## config.mk

```make
export PLATFORM = sky130hd
export DESIGN_NAME = cmag_gate
export DESIGN_NICKNAME = d
export VERILOG_FILES = /design/src/rtl/cmag_pkg.sv /design/src/rtl/cmag_gate.sv
export SDC_FILE = /design/constraint.sdc
export NUM_CORES = 1
export LEC_CHECK = 0
export BUFFER_PORTS_ARGS = -buffer_cell sky130_fd_sc_hd__buf_2
export CORE_ASPECT_RATIO = 0.7
export CORE_UTILIZATION = 47
export CTS_BUF_LIST = sky130_fd_sc_hd__clkbuf_16
export DETAILED_ROUTE_END_ITERATION = 12
export PLACE_DENSITY = 0.85
export SKIP_LAST_GASP = 1
export SLEW_MARGIN = 20
export SYNTH_ARGS = -nofsm -noshare
export SYNTH_HDL_FRONTEND = slang
export SYNTH_SLANG_ARGS = --single-unit
```

## constraint.sdc

```tcl
create_clock -name pclk -period 5.2 [get_ports pclk]
set_clock_uncertainty 0.2 [all_clocks]
set_input_delay 0.26 -clock pclk [delete_from_list [all_inputs] [get_ports pclk]]
set_output_delay 0.26 -clock pclk [all_outputs]
set_load 0.005 [all_outputs]
```

## src/rtl/cmag_pkg.sv

```systemverilog
// Package for the configuration memory access gate.
// Assumes a single 200 MHz clock domain and an APB master for software.
package cmag_pkg;

   // ----------------------------------------------------------------------
   // Register map (byte addresses)
   // ----------------------------------------------------------------------
   localparam logic [7:0] CMAG_CTRL_OFS   = 8'h00;
   localparam logic [7:0] CMAG_FUSE_OFS   = 8'h04;
   localparam logic [7:0] CMAG_STATUS_OFS = 8'h08;

   // CTRL fields
   localparam int CMAG_CTRL_TP_BIT      = 0;
   localparam int CMAG_CTRL_ENCRYPT_BIT = 1;
   localparam int CMAG_CTRL_WPW_LSB     = 8;

   // FUSE fields: read shows fuse byte, write programs one fuse
   localparam int CMAG_FUSE_ADDR_LSB  = 0;
   localparam int CMAG_FUSE_PARAM_LSB = 8;
   localparam logic [7:0] CMAG_FUSE_PARAM_PGM     = 8'h01;
   localparam logic [7:0] CMAG_FUSE_ADDR_ENCRYPT  = 8'h06;
   localparam logic [7:0] CMAG_FUSE_ADDR_SECRECY  = 8'h04;
   localparam logic [7:0] CMAG_FUSE_ADDR_PERSONAL = 8'h00;

   // Fuse byte bit positions
   localparam int CMAG_FB_PERSONALIZATION = 0;
   localparam int CMAG_FB_SECRECY         = 1;
   localparam int CMAG_FB_ENCRYPTION      = 2;
   localparam int CMAG_FB_FACTORY_LOCK    = 3;
   localparam logic [3:0] CMAG_FUSE_RESET = 4'h7;

   // STATUS fields
   localparam int CMAG_ST_GRANT_BIT = 0;
   localparam int CMAG_ST_DENY_BIT  = 1;
   localparam int CMAG_ST_OERR_BIT  = 2;
   localparam int CMAG_ST_STAGE_LSB = 4;

   localparam int CMAG_NSETS = 4;
   localparam int CMAG_SETW  = 2;

   // ----------------------------------------------------------------------
   // Types
   // ----------------------------------------------------------------------
   typedef enum logic [3:0] {
      CMAG_RG_ANTICOLL, CMAG_RG_MEM_TEST, CMAG_RG_HW_REV, CMAG_RG_SERIAL,
      CMAG_RG_ACCESS, CMAG_RG_NC_OPTION, CMAG_RG_CRYPTO, CMAG_RG_KEYS,
      CMAG_RG_SECRET, CMAG_RG_PASSWORDS, CMAG_RG_ATTEMPT_CNT, CMAG_RG_FORBIDDEN
   } cmag_region_e;

   typedef enum logic [1:0] {
      CMAG_STG_FACTORY, CMAG_STG_ENCRYPT, CMAG_STG_SECRET, CMAG_STG_PERSONAL
   } cmag_stage_e;

   typedef struct packed {
      logic                  valid;
      cmag_region_e          region;
      logic                  write;
      logic [CMAG_SETW-1:0]  pw_set;
   } cmag_req_s;

   typedef struct packed {
      logic                   pready;
      logic                   pslverr;
      logic [31:0]            prdata;
      logic [3:0]             fuses;
      logic                   transport_ok;
      logic                   encrypt_active;
      logic [CMAG_NSETS-1:0]  write_password_ok;
      logic                   resp_valid;
      logic                   resp_grant;
      logic                   last_grant;
      logic                   last_deny;
      logic                   order_err;
   } cmag_state_s;

endpackage

```

## src/rtl/cmag_gate.sv

```systemverilog
// Configuration memory access gate: judges each system-zone access.
// Assumes requests arrive from logic on pclk and software uses APB.
//
// How it works
// - Writes, and any key, secret or password access, are judged by the fuse stage; test, revision, serial and forbidden are not.
// - Transport-password regions pass only once that password is validated.
// - After the personalization fuse, a write password unlocks attempt counter and passwords of its set only.
// - Encryption stage: keys, secret, passwords need transport password and encryption.
// - Serial number: reads always open, writes always refused.
// - Crypto region writes need transport password until secrecy fuse, then refused.
// - Fuses program only in order encryption, secrecy, personalization via 01 writes.
// - Reset fuse state: factory fuse zero, other three ones.
//
// Implementation choices: the APB register port and the register offsets.
`timescale 1ns/1ps
`default_nettype none

module cmag_gate (
   input  wire logic                 pclk,
   input  wire logic                 presetn,
   input  wire logic                 psel,
   input  wire logic                 penable,
   input  wire logic                 pwrite,
   input  wire logic [7:0]           paddr,
   input  wire logic [31:0]          pwdata,
   output logic                      pready,
   output logic                      pslverr,
   output logic [31:0]               prdata,
   input  wire cmag_pkg::cmag_req_s  req,
   output logic                      resp_valid,
   output logic                      resp_grant,
   output logic [3:0]                fuse_state
);

   cmag_pkg::cmag_state_s state_reg;
   cmag_pkg::cmag_state_s state_next;

   cmag_pkg::cmag_stage_e stage;
   logic                  grant;
   logic                  tp;
   logic                  wpw;
   logic                  done;
   logic [7:0]            fparam;
   logic [7:0]            faddr;
   logic [3:0]            fuse_clr;
   logic [31:0]           rd_word;
   logic                  rd_err;

   // ----------------------------------------------------------------------
   // Fuse stage
   // ----------------------------------------------------------------------
   // The stage follows the last fuse blown; the enforced order keeps it monotone.
   always_comb begin
      if (!state_reg.fuses[cmag_pkg::CMAG_FB_PERSONALIZATION]) begin
         stage = cmag_pkg::CMAG_STG_PERSONAL;
      end else if (!state_reg.fuses[cmag_pkg::CMAG_FB_SECRECY]) begin
         stage = cmag_pkg::CMAG_STG_SECRET;
      end else if (!state_reg.fuses[cmag_pkg::CMAG_FB_ENCRYPTION]) begin
         stage = cmag_pkg::CMAG_STG_ENCRYPT;
      end else begin
         stage = cmag_pkg::CMAG_STG_FACTORY;
      end
   end

   // ----------------------------------------------------------------------
   // Access decision
   // ----------------------------------------------------------------------
   assign tp  = state_reg.transport_ok;
   assign wpw = state_reg.write_password_ok[req.pw_set];

   always_comb begin
      grant = 1'b0;
      case (req.region)
         cmag_pkg::CMAG_RG_MEM_TEST: begin
            grant = 1'b1;
         end
         cmag_pkg::CMAG_RG_HW_REV: begin
            grant = !req.write;
         end
         cmag_pkg::CMAG_RG_SERIAL: begin
            grant = !req.write;
         end
         cmag_pkg::CMAG_RG_ANTICOLL, cmag_pkg::CMAG_RG_ACCESS: begin
            grant = !req.write || (tp && stage != cmag_pkg::CMAG_STG_PERSONAL);
         end
         cmag_pkg::CMAG_RG_NC_OPTION, cmag_pkg::CMAG_RG_CRYPTO: begin
            grant = !req.write || (tp && (stage == cmag_pkg::CMAG_STG_FACTORY ||
                                          stage == cmag_pkg::CMAG_STG_ENCRYPT));
         end
         cmag_pkg::CMAG_RG_KEYS, cmag_pkg::CMAG_RG_SECRET: begin
            case (stage)
               cmag_pkg::CMAG_STG_FACTORY: grant = tp;
               cmag_pkg::CMAG_STG_ENCRYPT: grant = tp && state_reg.encrypt_active;
               default:                    grant = 1'b0;
            endcase
         end
         cmag_pkg::CMAG_RG_PASSWORDS: begin
            case (stage)
               cmag_pkg::CMAG_STG_ENCRYPT:  grant = tp && state_reg.encrypt_active;
               cmag_pkg::CMAG_STG_PERSONAL: grant = wpw;
               default:                     grant = tp;
            endcase
         end
         cmag_pkg::CMAG_RG_ATTEMPT_CNT: begin
            if (!req.write) begin
               grant = 1'b1;
            end else if (stage == cmag_pkg::CMAG_STG_PERSONAL) begin
               grant = wpw;
            end else begin
               grant = tp;
            end
         end
         default: begin
            grant = 1'b0;
         end
      endcase
   end

   // ----------------------------------------------------------------------
   // Register read mux
   // ----------------------------------------------------------------------
   // Read data is built one cycle ahead so that prdata leaves a flip-flop.
   always_comb begin
      rd_word = 32'h0000_0000;
      rd_err  = 1'b0;
      if (paddr == cmag_pkg::CMAG_CTRL_OFS) begin
         rd_word[cmag_pkg::CMAG_CTRL_TP_BIT]      = state_reg.transport_ok;
         rd_word[cmag_pkg::CMAG_CTRL_ENCRYPT_BIT] = state_reg.encrypt_active;
         rd_word[cmag_pkg::CMAG_CTRL_WPW_LSB +: cmag_pkg::CMAG_NSETS] =
            state_reg.write_password_ok;
      end else if (paddr == cmag_pkg::CMAG_FUSE_OFS) begin
         rd_word[3:0] = state_reg.fuses;
      end else if (paddr == cmag_pkg::CMAG_STATUS_OFS) begin
         rd_word[cmag_pkg::CMAG_ST_GRANT_BIT]      = state_reg.last_grant;
         rd_word[cmag_pkg::CMAG_ST_DENY_BIT]       = state_reg.last_deny;
         rd_word[cmag_pkg::CMAG_ST_OERR_BIT]       = state_reg.order_err;
         rd_word[cmag_pkg::CMAG_ST_STAGE_LSB +: 2] = stage;
      end else begin
         rd_err = 1'b1;
      end
   end

   // ----------------------------------------------------------------------
   // Fuse command decode
   // ----------------------------------------------------------------------
   // Only the next fuse in line is accepted: a skipped stage would lock the
   // configuration before keys and passwords were ever loaded.
   always_comb begin
      fuse_clr = 4'h0;
      if (fparam == cmag_pkg::CMAG_FUSE_PARAM_PGM) begin
         if (faddr == cmag_pkg::CMAG_FUSE_ADDR_ENCRYPT &&
             stage == cmag_pkg::CMAG_STG_FACTORY) begin
            fuse_clr[cmag_pkg::CMAG_FB_ENCRYPTION] = 1'b1;
         end else if (faddr == cmag_pkg::CMAG_FUSE_ADDR_SECRECY &&
                      stage == cmag_pkg::CMAG_STG_ENCRYPT) begin
            fuse_clr[cmag_pkg::CMAG_FB_SECRECY] = 1'b1;
         end else if (faddr == cmag_pkg::CMAG_FUSE_ADDR_PERSONAL &&
                      stage == cmag_pkg::CMAG_STG_SECRET) begin
            fuse_clr[cmag_pkg::CMAG_FB_PERSONALIZATION] = 1'b1;
         end
      end
   end

   // ----------------------------------------------------------------------
   // Next state: APB slave, fuse programming, request answer
   // ----------------------------------------------------------------------
   // One wait state per transfer so that prdata can come from a flip-flop.
   assign done   = psel && penable && state_reg.pready;
   assign fparam = pwdata[cmag_pkg::CMAG_FUSE_PARAM_LSB +: 8];
   assign faddr  = pwdata[cmag_pkg::CMAG_FUSE_ADDR_LSB +: 8];

   always_comb begin
      state_next            = state_reg;
      state_next.pready     = psel && penable && !state_reg.pready;
      state_next.pslverr    = 1'b0;
      state_next.resp_valid = req.valid;
      state_next.resp_grant = req.valid && grant;
      if (req.valid) begin
         state_next.last_grant = grant;
         state_next.last_deny  = !grant;
      end

      if (psel && penable && !state_reg.pready) begin
         state_next.prdata  = rd_word;
         state_next.pslverr = rd_err;
      end

      if (done && pwrite) begin
         if (paddr == cmag_pkg::CMAG_CTRL_OFS) begin
            state_next.transport_ok   = pwdata[cmag_pkg::CMAG_CTRL_TP_BIT];
            state_next.encrypt_active = pwdata[cmag_pkg::CMAG_CTRL_ENCRYPT_BIT];
            state_next.write_password_ok    =
               pwdata[cmag_pkg::CMAG_CTRL_WPW_LSB +: cmag_pkg::CMAG_NSETS];
         end else if (paddr == cmag_pkg::CMAG_FUSE_OFS) begin
            // Out-of-order or malformed commands leave the fuses alone
            state_next.fuses     = state_reg.fuses & ~fuse_clr;
            state_next.order_err = (fuse_clr == 4'h0);
         end
      end
   end

   // ----------------------------------------------------------------------
   // State register
   // ----------------------------------------------------------------------
   // Fuses model one-time cells; a real part would load them from NVM.
   always_ff @(posedge pclk or negedge presetn) begin
      if (!presetn) begin
         state_reg       <= '0;
         state_reg.fuses <= cmag_pkg::CMAG_FUSE_RESET;
      end else begin
         state_reg <= state_next;
      end
   end

   assign pready     = state_reg.pready;
   assign pslverr    = state_reg.pslverr;
   assign prdata     = state_reg.prdata;
   assign resp_valid = state_reg.resp_valid;
   assign resp_grant = state_reg.resp_grant;
   assign fuse_state = state_reg.fuses;

endmodule // cmag_gate

`default_nettype wire

```

[After elaboration in Yosys (flattened, before gate mapping)]
Index checks and enable logic that the tools add are counted.
Storage, ports and cells
  register bits after elaboration: 27
  output and inout port bits: 40
Operators by class
  order comparisons: 1
  equality and inequality tests: 19
  muxes and demuxes: 28
  bitwise gates (word level): 3
  reduce and logical (&&, ||, !) cells: 28
Operator list (count)
  2-to-1 mux 33 bit: 1
  equality test 8 x 3 -> 1 bit (second input constant): 3
  equality test 4 x 3 -> 1 bit (second input constant): 4
  logical NOT 8 bit: 2
  equality test 4 bit (second input constant): 3
  2-to-1 mux 1 bit: 12
  2-to-1 mux 2 bit: 6
  logical AND 1 bit: 11
  2-to-1 mux 3 bit: 3
  equality test 4 x 2 -> 1 bit (second input constant): 2
  equality test 8 x 1 -> 1 bit (second input constant): 1
  equality test 8 x 4 -> 1 bit (second input constant): 1
  logical NOT 4 bit: 2
  2-to-1 mux 4 bit: 2
  OR reduction 2 bit: 4
  case mux 1 bit (7 select lines): 1
  AND 4 bit: 1
  equality test 2 bit (second input constant): 2
  equality test 4 x 1 -> 1 bit (second input constant): 1
  inverter 3 -> 4 bit: 1
  case mux 1 bit (2 select lines): 2
  logical NOT 1 bit: 3
  logical OR 1 bit: 3
  less-than comparator 2 x 3 -> 1 bit (second input constant): 1
  7 further kinds: 7

[Depth between registers and ports, before layout]
  depth after elaboration: 11
  depth in mapped cells: 5
  gate-level depth less buffers: 4

[Least setup slack after synthesis]
No wires, ideal clock.
  kind: input to register
  from: in paddr[1]
  to: reg state_reg[5] in the netlist's numbering
  setup time: 125 ps
  arrival: 1644 ps
  setup slack: 3231 ps
  stages on the path: 5
  buffers on the path: 1
  path through: or4_4 nor4_4 and2_1 buf_4 mux2_2
Between the ends
  cells in the longest elaborated chain, start to end: 2
RTL lines
  start, declared: line cmag_gate.sv:24  | input wire logic [7:0] paddr,
  logical NOT 8 bit: line cmag_gate.sv:189  | if (paddr == cmag_pkg::CMAG_CTRL_OFS) begin
  AND reduction 2 bit (no line)
  end signal, assigned: line cmag_gate.sv:211  | state_reg <= state_next;
  end, declared: line cmag_gate.sv:35  | cmag_pkg::cmag_state_s state_reg;
No other way between the ends.
A chain may end at the register's enable or synchronous reset.

[Worst setup path after layout]
  from: in paddr[1]
  to: reg state_reg[9] in the netlist's numbering
The elaborated chain is that of the path after synthesis.

==> results.md <==
Placed design:
- At the end of routability-driven placement, the weighted congestion stood at 0.811.
- Detailed placement ended at an HPWL of 2.37 mm.
- Buffers placed on the I/O ports in this run total 52.
- The standard cell area after detailed placement is 1700 um2.

Power:
- Power spread over the standard cell area amounts to about 230 nW/um2.
- The switching part of the total power is between 20 and 25%.
- The maximum vdd drop is 0.145 mV.
- Combinational logic burns between 10 and 15% of the power.
- The internal power is 0.322 mW.
- Per report_power, the sequential group accounts for between 40 and 50% of the total.
- The leakage power is 0.929 nW.
- Per report_power, the clock group accounts for 40.4% of the total.
- The power dissipated by switching net loads is 0.0934 mW.

Routing:
- The total routed wirelength is around 3 mm.
- After the first detailed-routing iteration, the DRC count stood at 60.
- After detailed routing, the number of vias per cell comes to 4.98.
- The post-route antenna net violation count is 0.
- Wire segments on met3 add up to roughly 200 um in the final route.
- In the final routing, the length of wire on met1 measures 1.56 mm.
- In the routed design, unresolved DRC markers number 0.
- The highest routing layer actually used is met4.
- The detailed router placed around 1200 vias in this run.
- The detailed route wirelength on metal2 is 1.28 mm.
- After detailed routing, the average wire length per cell comes to 12.6 um.
- The number of search-and-repair iterations in the first detailed-routing pass is 4.

Logic synthesis:
- Summed over its instances, the top area cell type makes up approximately a third of the synthesized netlist area.
- After synthesis, the share of cell area in mux cells is 7.46%.
- Of the synthesized area, sequential elements account for about two fifths.
- The post-synthesis average cell area is 9.72 um2.
- The post-synthesis share of cell area spent on full adders, half adders and majority gates is 0%.
- The dominant register cell in the synthesized netlist is sky130_fd_sc_hd__dfrtp_1.
- The unique cell type count in the Yosys netlist is 43.
- By area, the combinational part of the netlist is dominated by buffers and inverters.
- The synthesized design contains 25 register bits.
- The count of flip-flops with a built-in enable after synthesis is 0.
- For this run, the number of Yosys warnings is 0.
- The instance count of the mapped netlist is 164.
- The synthesized netlist devotes between 10% and 20% of its cell area to simple gates.
- The xor/xnor cell area share of the yosys netlist is 1.10%.
- The synthesized netlist occupies a cell area of 1590 um2.
- The largest total area in the synthesized netlist belongs to sky130_fd_sc_hd__dfrtp_1.
- The post-synthesis compound-gate area fraction is between 10 and 15%.
- The proportion of synthesized flip-flops having asynchronous set or reset is 100%.
- In the post-synthesis netlist, the biggest area contributors are sky130_fd_sc_hd__dfrtp_1, sky130_fd_sc_hd__buf_4, sky130_fd_sc_hd__dfstp_2.

STA:
- The tightest hold margin is 0.0466 ns.
- For the pin with the worst max-slew slack, the measured transition is 0.581 ns.
- The share of the clock period used by the worst path is between 30% and 40%.
- The number of hold violations in the final report came to 0.
- Measured against its own limit, the worst slew margin works out to 61.1%.
- The minimum clock period after layout is 1.99 ns.
- The final count of pins violating max slew is 0.
- The total of endpoints with negative setup slack in the final report is 0.
- The highest achievable clock rate is 0.502 GHz.
- Adding up every negative setup slack in the final design gives 0 ns.
- Setup repair after global routing left no endpoint under its margin.

Final layout:
- The number of flip-flops in the largest register is 9.
- The final instance area is roughly 1800 um2.
- The sequential cell area in the final layout is ~630 um2.
- Relative to the synthesized area, the layout overhead comes to 12.6%.
- The share of layout cells above drive strength 1 is 36.8%.
- The multi-input combinational cell area is 724 um2.
- Cells fill 56.3% of the core in the end.
- 0 antenna diodes ended up in the layout.
- The net count of the finished layout is 258.
- The layout has 290 filler cells.

Global route:
- The initial antenna violation count came to 0.
- The first-pass GRT wire length is a little over 5 mm.
- Summed over all layers, the global routing overflow is 0.
- The number of global-route vias before repair came to between 1000 and 1500.
- Global routing consumed, over all layers together, 18.3% of the routing resources.
- Entering global routing, the biggest net connects 26 pins.

Clock network:
- In this run, post-CTS hold repair placed 2 buffers.
- The maximum number of buffers from clock root to sink is 2.
- In this run, CTS created clock tree buffers numbering 3.
- The clock reaches the later pin of the worst-skew pair after 0.26 ns.
- The root buffer cell chosen for the clock tree is sky130_fd_sc_hd__clkbuf_16.
- The number of H-tree branching levels is 1.
- The clock input transition at the sequential cells of the worst setup and hold paths is roughly 0.06 ns.
- The clock net in this run drives a total of 25 sinks.
- Gates resized during post-CTS repair numbered 0.
- Once the clock tree was built, the setup fixing pass inserted 0 buffers.
- The TritonCTS clock tree is yes.

Floorplanning:
- The top-level port count is between 90 and 100.
- The floorplan has 17 rows.
- The floorplan die height is 50.7 um.
- The effective utilization at floorplan is between 40 and 50%.
- The floorplan step set the die width to 71.6 um.
- The area of the die is 3630 um2.
- The area of the placeable core is 3190 um2.

Critical path:
- The worst setup path is captured at a register.
- The data arrival time of the critical path is 1.94 ns.
- STA puts the critical path data required time at 5.14 ns.
- The type of the worst setup path is in2reg.
- The worst setup path is launched from a primary input.
- The largest fanout on the critical path is 6.

Run status:
- The flow ran to the end, and the final reports show no timing, DRC or antenna violations.

Run:
- Max-cap violations in this run came to 0.

Hold path:
- The type of the most critical hold path is in2reg.
power by group through the flow:
| stage | clock network, mW | registers, mW | logic [mW] |
|---|---|---|---|
| 2_1_floorplan | 0 | 0.203 | 0.0334 |
| 3_3_place_gp | 0 | 0.203 | 0.0457 |
| 4_1_cts | 0.172 | 0.200 | 0.0478 |
| 3_5_place_dp | 0 | 0.203 | 0.0464 |
| 5_1_grt | 0.182 | 0.200 | 0.0549 |
| 6_report | 0.168 | 0.200 | 0.0477 |
logic make-up (layout without fill, tap and decap cells):
kind of cell | after synthesis | in the layout
xor gates and xnor gates | 2 | 2
DFF | 25 | 25
muxes | 11 | 11
and+or+nand+nor | 46 | 46
other | 1 | 24
AOI/OAI and AO/OA | 29 | 29
buffers and inverters | 50 | 67
metal layers:
layer	vias up	global-route usage [%]
li1	599	-
met1	552	26.4
met2	53	27.5
met3	2	5.22
met4	0	2.94
met5	-	0
metrics by stage:
| step | total power, mW | std cells | worst slack (ns) |
|---|---|---|---|
| after floorplan | 0.237 | 187 | 3.23 |
| after global placement | 0.249 | 236 | 2.96 |
| after detailed placement | 0.250 | 236 | 2.96 |
| after CTS | 0.420 | 242 | 3.22 |
| after global routing | 0.437 | 242 | 3.15 |
| final | 0.415 | 242 | 3.21 |
cells in the mapped netlist (2+ instances only):
cell type / n
sky130_fd_sc_hd__nor4_1: 3
sky130_fd_sc_hd__a22o_1: 4
sky130_fd_sc_hd__nor3_1: 4
sky130_fd_sc_hd__or4_4: 2
sky130_fd_sc_hd__o21ai_0: 6
sky130_fd_sc_hd__mux2_2: 7
sky130_fd_sc_hd__dfstp_2: 3
sky130_fd_sc_hd__or2_2: 2
sky130_fd_sc_hd__buf_4: 37
sky130_fd_sc_hd__nor2_1: 5
sky130_fd_sc_hd__nor4b_1: 2
sky130_fd_sc_hd__clkbuf_1: 4
sky130_fd_sc_hd__nor2b_1: 3
sky130_fd_sc_hd__nand4_1: 3
sky130_fd_sc_hd__nand3_1: 2
sky130_fd_sc_hd__dfrtp_1: 22
sky130_fd_sc_hd__inv_1: 9
sky130_fd_sc_hd__nand2_1: 11
sky130_fd_sc_hd__a21oi_1: 4
sky130_fd_sc_hd__mux2i_1: 4
sky130_fd_sc_hd__o31ai_1: 3
sky130_fd_sc_hd__xnor2_1: 2
sky130_fd_sc_hd__nand2b_1: 2
critical path, cell delays in order:
cell and delay [ns]:
sky130_fd_sc_hd__buf_2 0.10, sky130_fd_sc_hd__or4_4 0.56, sky130_fd_sc_hd__nor4_4 0.30, sky130_fd_sc_hd__and2_1 0.35, sky130_fd_sc_hd__mux2_2 0.37
placed cells by master (no fill, tap or decap), types with 3 or more instances in the layout:
master	n
sky130_fd_sc_hd__mux2_2	7
sky130_fd_sc_hd__nand2_1	11
sky130_fd_sc_hd__nor4_1	3
sky130_fd_sc_hd__a22o_1	4
sky130_fd_sc_hd__nor3_1	4
sky130_fd_sc_hd__dfstp_2	3
sky130_fd_sc_hd__clkbuf_16	3
sky130_fd_sc_hd__dfrtp_1	22
sky130_fd_sc_hd__o31ai_1	3
sky130_fd_sc_hd__buf_2	52
sky130_fd_sc_hd__inv_1	9
sky130_fd_sc_hd__o21ai_0	6
sky130_fd_sc_hd__nand4_1	3
sky130_fd_sc_hd__a21oi_1	4
sky130_fd_sc_hd__nor2_1	5
sky130_fd_sc_hd__nor2b_1	3
sky130_fd_sc_hd__conb_1	24
sky130_fd_sc_hd__mux2i_1	4
area by class of cell:
cell class / instances / area share (%)
Clock buffer: 3 / 4.18
Clock inverter: 1 / 0.279
Inverter: 9 / 1.88
Multi-Input combinational cell: 112 / 40.3
Sequential cell: 25 / 35.1
Tap cell: 38 / 2.65
Timing Repair Buffer: 54 / 15.6
worst paths after layout:
path,from,endpoint,slack (ns),depth (start not counted)
worst max-delay path,paddr[1],state_reg[9],3.21,5
worst min-delay path,pwdata[8],state_reg[5],0.05,2
worst max register to register,pready,prdata[1],3.31,3
worst min register to register,prdata[4],prdata[4],0.28,2
max in group asynchronous,presetn,fuse_state[1],4.10,2
min in group asynchronous,presetn,prdata[4],0.33,2
(Power assumes the default switching activity.)
